### src/rtl/swc_pkg.sv
/*
  swc_pkg: shared constants and types for the standby wake serial command
  handler. Assumes a single 125 MHz core clock and 8N1 serial framing.
*/
package swc_pkg;
  // ==========================================================
  // clock and serial timing
  localparam int unsigned CLK_HZ = 125_000_000;
  // a fast link keeps each four-character exchange short
  localparam int unsigned BAUD = 1_000_000;
  localparam int unsigned BIT_CYCLES = CLK_HZ / BAUD;
  localparam int unsigned HALF_CYCLES = BIT_CYCLES / 2;
  localparam int unsigned CNT_W = 16;
  // settle time after wake before the receiver is trusted, in ns
  localparam int unsigned SETTLE_NS = 1000;
  localparam int unsigned SETTLE_CYCLES = (SETTLE_NS * 125 + 999) / 1000;
  // indicator on time before returning to standby, in ns
  localparam int unsigned HOLD_NS = 1000;
  localparam int unsigned HOLD_CYCLES = (HOLD_NS * 125) / 1000;

  // ==========================================================
  // four character ascii commands, first character in top byte
  localparam logic [31:0] INDICATOR_ON_COMMAND = 32'h434d_4f4e;
  localparam logic [31:0] RESEND_REQUEST_COMMAND = 32'h434d_5245;
  localparam logic [31:0] RECEIVE_DONE_REPLY = 32'h434d_5256;
  localparam logic [2:0] CMD_CHARS = 3'h4;

  // ==========================================================
  // reset values
  localparam logic INDICATOR_RESET = 1'b0;
  localparam logic TXD_IDLE = 1'b1;

  // ==========================================================
  // types
  typedef enum logic [3:0] {
    ST_INIT = 4'h0,
    ST_STANDBY = 4'h1,
    ST_SETTLE = 4'h3,
    ST_SEND_RESEND = 4'h2,
    ST_WAIT_CMD = 4'h6,
    ST_SEND_DONE = 4'h7,
    ST_SHOW = 4'h5,
    ST_RETURN = 4'h4
  } swc_state_type;

  typedef struct packed {
    logic valid;
    logic [7:0] data;
  } swc_byte_type;
endpackage

### src/rtl/swc_uart_tx.sv
/*
  swc_uart_tx: 8N1 serial transmitter, one byte per start pulse.
  Assumes the caller waits for idle before pulsing start.
*/
`timescale 1ns/1ns
module swc_uart_tx (
  input wire logic core_clk,
  input wire logic rst_n,
  input wire swc_pkg::swc_byte_type tx_byte,
  output logic tx_idle,
  output logic txd
);
  logic [9:0] shift_reg, shift_next;
  logic [3:0] bits_reg, bits_next;
  logic [15:0] cnt_reg, cnt_next;
  logic txd_reg, txd_next;

  // ==========================================================
  // shifter: start bit, eight data bits lsb first, stop bit
  always_comb begin
    shift_next = shift_reg;
    bits_next = bits_reg;
    cnt_next = cnt_reg;
    txd_next = txd_reg;
    if (bits_reg == 4'h0) begin
      txd_next = swc_pkg::TXD_IDLE;
      if (tx_byte.valid) begin
        shift_next = {1'b1, tx_byte.data, 1'b0};
        bits_next = 4'ha;
        cnt_next = 16'h0000;
        txd_next = 1'b0;
      end
    end else if (cnt_reg == 16'(swc_pkg::BIT_CYCLES - 1)) begin
      cnt_next = 16'h0000;
      shift_next = {1'b1, shift_reg[9:1]};
      bits_next = bits_reg - 4'h1;
      txd_next = (bits_reg == 4'h1) ? swc_pkg::TXD_IDLE : shift_reg[1];
    end else begin
      cnt_next = cnt_reg + 16'h0001;
    end
  end

  // registers
  always_ff @(posedge core_clk or negedge rst_n) begin
    if (!rst_n) begin
      shift_reg <= 10'h3ff;
      bits_reg <= 4'h0;
      cnt_reg <= 16'h0000;
      txd_reg <= 1'b1;
    end else begin
      shift_reg <= shift_next;
      bits_reg <= bits_next;
      cnt_reg <= cnt_next;
      txd_reg <= txd_next;
    end
  end

  // idle must not look at the start request, or the caller's request
  // and this flag would chase each other in a zero-delay loop
  assign tx_idle = (bits_reg == 4'h0);
  assign txd = txd_reg;
endmodule

### src/rtl/swc_handler.sv
/*
  swc_handler: sleeps in standby watching the shared receive pin as a wake
  interrupt, wakes on traffic, asks the host to resend, checks the command,
  replies, lights the indicator and returns to standby.
  Assumes an asynchronous 8N1 host link and a 125 MHz core clock.
*/
// Behaviour
// - at power-up arm wake interrupt, enter standby
// - pin activity in standby wakes the device
// - indicator on immediately on waking
// - enable serial, pin becomes receive input
// - send resend request once receiver ready
// - send receive-done reply after full command
// - indicator on after acknowledging command
// - indicator off, pin to wake, standby
// - wait forever for resend, no timeout
`timescale 1ns/1ns
module swc_handler (
  input wire logic core_clk,
  input wire logic rst_n,
  input wire logic shared_wake_receive_pin,
  output logic txd,
  output logic status_indicator,
  output logic standby,
  output logic external_wake_interrupt,
  output logic pin_is_serial_receive
);
  // ==========================================================
  // pin synchroniser, two flops before any logic
  logic pin_meta_reg, pin_sync_reg, pin_prev_reg;
  always_ff @(posedge core_clk or negedge rst_n) begin
    if (!rst_n) begin
      pin_meta_reg <= 1'b1;
      pin_sync_reg <= 1'b1;
      pin_prev_reg <= 1'b1;
    end else begin
      pin_meta_reg <= shared_wake_receive_pin;
      pin_sync_reg <= pin_meta_reg;
      pin_prev_reg <= pin_sync_reg;
    end
  end
  logic pin_fall;
  assign pin_fall = pin_prev_reg && !pin_sync_reg;

  // ==========================================================
  // receiver: samples mid bit, only while the sequencer waits for a command
  logic rx_en;
  logic [3:0] rbits_reg, rbits_next;
  logic [15:0] rcnt_reg, rcnt_next;
  logic [7:0] rshift_reg, rshift_next;
  swc_pkg::swc_byte_type rx_reg, rx_next;

  always_comb begin
    rbits_next = rbits_reg;
    rcnt_next = rcnt_reg;
    rshift_next = rshift_reg;
    rx_next = '0;
    if (!rx_en) begin
      rbits_next = 4'h0;
    end else if (rbits_reg == 4'h0) begin
      if (pin_fall) begin
        rbits_next = 4'ha;
        rcnt_next = 16'(swc_pkg::HALF_CYCLES);
      end
    end else if (rcnt_reg == 16'h0000) begin
      rcnt_next = 16'(swc_pkg::BIT_CYCLES - 1);
      rbits_next = rbits_reg - 4'h1;
      if (rbits_reg == 4'ha && pin_sync_reg) begin
        rbits_next = 4'h0; // false start, glitch rejected
      end else if (rbits_reg == 4'h1) begin
        // framing error drops the byte rather than corrupt the match
        rx_next.valid = pin_sync_reg;
        rx_next.data = rshift_reg;
      end else if (rbits_reg != 4'ha) begin
        rshift_next = {pin_sync_reg, rshift_reg[7:1]};
      end
    end else begin
      rcnt_next = rcnt_reg - 16'h0001;
    end
  end

  always_ff @(posedge core_clk or negedge rst_n) begin
    if (!rst_n) begin
      rbits_reg <= 4'h0;
      rcnt_reg <= 16'h0000;
      rshift_reg <= 8'h00;
      rx_reg <= '0;
    end else begin
      rbits_reg <= rbits_next;
      rcnt_reg <= rcnt_next;
      rshift_reg <= rshift_next;
      rx_reg <= rx_next;
    end
  end

  // ==========================================================
  // transmitter
  swc_pkg::swc_byte_type tx_byte;
  logic tx_idle;
  swc_uart_tx i_swc_uart_tx (
    .core_clk(core_clk),
    .rst_n(rst_n),
    .tx_byte(tx_byte),
    .tx_idle(tx_idle),
    .txd(txd)
  );

  // picks character idx of a four-character command, top byte first
  function automatic logic [7:0] cmd_char(input logic [31:0] cmd,
                                          input logic [2:0] idx);
    cmd_char = cmd[8'(31 - 8 * idx) -: 8];
  endfunction

  // ==========================================================
  // sequencer
  swc_pkg::swc_state_type state_reg, state_next;
  logic [15:0] wait_reg, wait_next;
  logic [2:0] idx_reg, idx_next;
  logic [31:0] cmd_reg, cmd_next;
  logic ind_reg, ind_next;
  logic sent_reg, sent_next;
  // settle time plus one full ten-bit frame of the lost wake character
  localparam logic [15:0] SETTLE_END =
    16'(swc_pkg::SETTLE_CYCLES + 10 * swc_pkg::BIT_CYCLES);

  always_comb begin
    state_next = state_reg;
    wait_next = wait_reg;
    idx_next = idx_reg;
    cmd_next = cmd_reg;
    ind_next = ind_reg;
    sent_next = 1'b0;
    tx_byte = '0;
    case (state_reg)
      swc_pkg::ST_INIT: begin
        state_next = swc_pkg::ST_STANDBY;
      end
      swc_pkg::ST_STANDBY: begin
        if (pin_fall) begin
          state_next = swc_pkg::ST_SETTLE;
          ind_next = 1'b1;
          wait_next = 16'h0000;
        end
      end
      swc_pkg::ST_SETTLE: begin
        // the wake character is lost; let its frame pass before listening
        if (wait_reg == SETTLE_END) begin
          state_next = swc_pkg::ST_SEND_RESEND;
          idx_next = 3'h0;
        end else begin
          wait_next = wait_reg + 16'h0001;
        end
      end
      swc_pkg::ST_SEND_RESEND: begin
        if (tx_idle && !sent_reg) begin
          tx_byte.valid = 1'b1;
          tx_byte.data = cmd_char(swc_pkg::RESEND_REQUEST_COMMAND, idx_reg);
          sent_next = 1'b1;
          if (idx_reg == swc_pkg::CMD_CHARS - 3'h1) begin
            state_next = swc_pkg::ST_WAIT_CMD;
            idx_next = 3'h0;
          end else begin
            idx_next = idx_reg + 3'h1;
          end
        end
      end
      swc_pkg::ST_WAIT_CMD: begin
        // no timeout: stays awake until a full indicator-on command arrives
        if (rx_reg.valid) begin
          cmd_next = {cmd_reg[23:0], rx_reg.data};
          if (idx_reg == swc_pkg::CMD_CHARS - 3'h1) begin
            idx_next = 3'h0;
            if ({cmd_reg[23:0], rx_reg.data} ==
                swc_pkg::INDICATOR_ON_COMMAND) begin
              state_next = swc_pkg::ST_SEND_DONE;
            end
          end else begin
            idx_next = idx_reg + 3'h1;
          end
        end
      end
      swc_pkg::ST_SEND_DONE: begin
        if (tx_idle && !sent_reg) begin
          tx_byte.valid = 1'b1;
          tx_byte.data = cmd_char(swc_pkg::RECEIVE_DONE_REPLY, idx_reg);
          sent_next = 1'b1;
          if (idx_reg == swc_pkg::CMD_CHARS - 3'h1) begin
            state_next = swc_pkg::ST_SHOW;
            wait_next = 16'h0000;
          end else begin
            idx_next = idx_reg + 3'h1;
          end
        end
      end
      swc_pkg::ST_SHOW: begin
        ind_next = 1'b1;
        // waits for the reply to leave the line before sleeping
        if (tx_idle && !sent_reg &&
            wait_reg == 16'(swc_pkg::HOLD_CYCLES)) begin
          state_next = swc_pkg::ST_RETURN;
        end else if (wait_reg != 16'(swc_pkg::HOLD_CYCLES)) begin
          wait_next = wait_reg + 16'h0001;
        end
      end
      swc_pkg::ST_RETURN: begin
        ind_next = 1'b0;
        state_next = swc_pkg::ST_STANDBY;
      end
      default: begin
        state_next = swc_pkg::ST_INIT;
      end
    endcase
  end

  always_ff @(posedge core_clk or negedge rst_n) begin
    if (!rst_n) begin
      state_reg <= swc_pkg::ST_INIT;
      wait_reg <= 16'h0000;
      idx_reg <= 3'h0;
      cmd_reg <= 32'h0000_0000;
      ind_reg <= swc_pkg::INDICATOR_RESET;
      sent_reg <= 1'b0;
    end else begin
      state_reg <= state_next;
      wait_reg <= wait_next;
      idx_reg <= idx_next;
      cmd_reg <= cmd_next;
      ind_reg <= ind_next;
      sent_reg <= sent_next;
    end
  end

  // ==========================================================
  // pin function and status outputs
  assign rx_en = (state_reg == swc_pkg::ST_WAIT_CMD);
  assign pin_is_serial_receive = (state_reg != swc_pkg::ST_STANDBY) &&
                                 (state_reg != swc_pkg::ST_INIT);
  assign external_wake_interrupt = (state_reg == swc_pkg::ST_STANDBY) &&
                                   pin_fall;
  assign standby = (state_reg == swc_pkg::ST_STANDBY);
  assign status_indicator = ind_reg;
endmodule

### config.mk
export PLATFORM = sky130hd
export DESIGN_NAME = swc_handler
export DESIGN_NICKNAME = d
export VERILOG_FILES = /design/src/rtl/swc_pkg.sv /design/src/rtl/swc_uart_tx.sv /design/src/rtl/swc_handler.sv
export SDC_FILE = /design/constraint.sdc
export NUM_CORES = 1
export LEC_CHECK = 0
export ABC_AREA = 1
export BUFFER_PORTS_ARGS = -buffer_cell sky130_fd_sc_hd__buf_2
export CAP_MARGIN = 20
export CORE_MARGIN = 3
export CORE_UTILIZATION = 68
export DETAILED_ROUTE_END_ITERATION = 7
export GPL_TIMING_DRIVEN = 0
export PLACE_DENSITY_LB_ADDON = 0.2
export SLEW_MARGIN = 30
export SYNTH_ARGS = -nofsm -noshare
export SYNTH_HDL_FRONTEND = slang
export SYNTH_SLANG_ARGS = --single-unit
### constraint.sdc
create_clock -name core_clk -period 5 [get_ports core_clk]
set_input_delay 0.25 -clock core_clk [delete_from_list [all_inputs] [get_ports core_clk]]
set_output_delay 0.25 -clock core_clk [all_outputs]
set_load 0.01 [all_outputs]
==> qor.txt <==
Status: finished, final reports clean
Clock power frac: 33.7%
Antenna Violating Nets Remaining: 0
CP Class: register to register
Synthesis-stage register bit count: 117
Mean routed wirelength per cell: 14.9 µm
Yosys warns: 0
Reg-to-Reg End: rcnt_reg[4]
Vias in the first global route: 5,448
Antenna Cells: 0
Die W: 102 µm
R2R setup slack: 2.56 ns
Port buffer count: 7
Leakage power: 0.00337 µW
Layout cells sized above 1: 11.3%
Number of synthesized flops with an enable pin: 0
Most common cell in the netlist: nand2_1
PwrDens: 491 nW/µm²
Die area: 10,300 µm²
Synth top area cells: dfrtp_1 (42%), nand2_1 (12%), inv_1 (5.3%), o21ai_0 (5.3%), nor2_1 (5.2%)
Final Hold Viols: 0
CP Launch Point: rbits_reg[0]
Worst Tran Pin Value: 0.597 ns
Comb power frac: 30.6%
Post-Route Utilization: 79.6%
Worst skew pair latency: 0.52 ns
Core Footprint: 8810 µm²
Switching power: 1340 µW
CTS resizes: 0
Setup TNS Final: 0 ns
DRC viols: 0
Max FFs per register: 24
DR pass1 iterations: 5
Maximum fanout along the worst path: 10
Initial antenna violation count: 0
Fillers: 568
Register area share after synthesis: 47.3%
DR iter-0 viols: 410
Sw Share: 38.9%
Fmax: 410 MHz
Worst setup SP type: register
Synth top cells by count: nand2_1 (204), dfrtp_1 (105), inv_1 (88)
Largest buffer count on any clock path: 2
Ports: 8
Total track usage: 29.2%
Critical Path Slowest Stage Cell: nor3b_4
Worst path top cell family by delay: simple AND/OR/NAND/NOR gates
Grt total ovfl: 0
Synthesized area per cell: 7.95 µm²
Synthesized area: 6220 µm²
Worst-path cell chain: inv_1 > ha_1 > nor3b_4 > nand2_1 > nand2_2 > clkinv_1 > nand2_1 > nor2_1 > nor2_1 > o21ai_0
WL final: 13,900 µm
Vias/cell: 5.77
Synth unique cells: 39
Placer Congestion: 0.926
Initial core utilization: 70.6%
Overall Power: 3440 µW
Worst Hold Slack: 0.218 ns
Hold WC Path Type: input pin to async pin
Worst reg2reg path depth: 10
Post-synth top flop: dfrtp_1
Post-CTS Setup Bufs: 0
Num CTS Buffers: 17
Final setup skew: 0.00800 ns
CTS Sinks: 117
FP Rows: 34
Max incr delay on CP: 0.43 ns
Final cell count without fillers: 932
Root buf cell: clkbuf_8
Part of the power in registers: 35.7%
Max VDD drop: 0.273 mV
Detailed placement HPWL: 9090 µm
Arr. time, crit path: 2.84 ns
Yosys top cell by area: dfrtp_1
Final Net Count: 828
Post-synthesis async set-or-reset flop share: 100%
Setup repair after global routing missed its margin: no
Largest net degree at the start of global routing: 75
CTS tree: done
Tcrit/Tclk final: 48.8%
Placed instance count: 898
Worst path buffer plus inverter count: 2
Relative slew slack: 60.0%
Endpoint type of the worst setup path: register
Die Y-Extent: 102 µm
Area Growth Syn to Fin: 12.8%
Final max-slew violation count: 0
Clk slew on worst S/H paths: 0.06 ns
Vias: 5,373
Max cap viols: 0
Syn Nets: 799
Share of the synthesized area in the top cell type: 42.3%
Pint: 2110 µW
Post-CTS Hold Fix Bufs: 2
H-tree Lvls: 4
Worst R2R Start: rbits_reg[0]
Cells after synthesis: 782
Critical Path RT: 5.40 ns
Final setup vio count: 0
Final min period: 2.44 ns
Global-route wire length before repair: 24,000 µm
[worst max-delay path by stage]
| stage | end | slack (ns) | cells after the start |
|---|---|---|---|
| 2_1_floorplan | rcnt_reg[4] | 3.02 | 10 |
| 3_3_place_gp | rx_reg[4] | 2.35 | 1 |
| 3_5_place_dp | rcnt_reg[4] | 2.57 | 10 |
| 4_1_cts | rcnt_reg[4] | 2.58 | 10 |
| 5_1_grt | state_reg[0] | 2.29 | 11 |
| 6_report | rcnt_reg[4] | 2.56 | 10 |
[cell usage in the layout, fill, tap and decap left out, types with 2 or more instances in the layout]
master / synthesis / routed
inv_1: 88 / 88
or2_2: 6 / 6
nand3_1: 61 / 61
clkbuf_1: 4 / 4
clkinvlp_4: 0 / 3
dfrtp_1: 105 / 105
inv_6: 0 / 6
xor2_1: 19 / 19
nand4_1: 18 / 18
o21ai_0: 66 / 66
nor2_1: 86 / 86
a21oi_1: 17 / 17
ha_1: 14 / 14
mux2_2: 11 / 11
nor4_1: 2 / 2
or2_0: 2 / 2
o31ai_1: 2 / 2
nor2_8: 2 / 2
dlygate4sd3_1: 0 / 2
xnor2_1: 2 / 2
dfstp_2: 12 / 12
nor3b_1: 9 / 9
clkbuf_16: 0 / 16
clkbuf_8: 0 / 2
clkinv_4: 0 / 2
nand2_2: 3 / 3
inv_2: 4 / 4
o22ai_1: 10 / 10
nand3b_1: 2 / 2
nor2_4: 2 / 2
nor3_1: 14 / 14
buf_2: 5 / 11
nand2_1: 204 / 204
[per-layer routing]
metal	vias to the layer above	wire length, µm	GRT usage, %
li1	2600	-	-
met1	2552	5750	33.7
met2	185	7190	52.1
met3	36	676	6.61
met4	0	285	12.2
met5	-	0	0
[power groups by stage]
stage	logic, µW	registers, µW	clock network, µW
finish	1050	1230	1160
global route	1200	1250	1210
CTS	1050	1220	1170
detailed placement	1000	1230	0
global placement	959	1230	0
floorplan	757	1210	0
[logic make-up after synthesis]
family,synth area share (%)
mux,1.99
xor+xnor,2.96
simple gates,29.8
fa+ha+maj,2.82
buf+inv,6.44
flops,47.3
compound gates,8.63
[layout make-up]
type | instances | area [µm²] | share of cell area [%]
Multi-Input combinational cell | 561 | 2880 | 41.0
Timing Repair Buffer | 10 | 92.6 | 1.32
Buffer | 10 | 45.0 | 0.642
Tap cell | 108 | 135 | 1.93
Clock buffer | 18 | 428 | 6.10
Clock inverter | 14 | 139 | 1.98
Sequential cell | 117 | 2940 | 42.0
Inverter | 94 | 355 | 5.07
[stage by stage]
step	worst slack [ns]	area [µm²]
after CTS	2.58	7010
after global routing	2.29	7010
after global placement	2.35	6390
after detailed placement	2.57	6430
final	2.56	7010
after floorplan	3.02	6220
No activity file was read; power rests on OpenSTA's default activity.
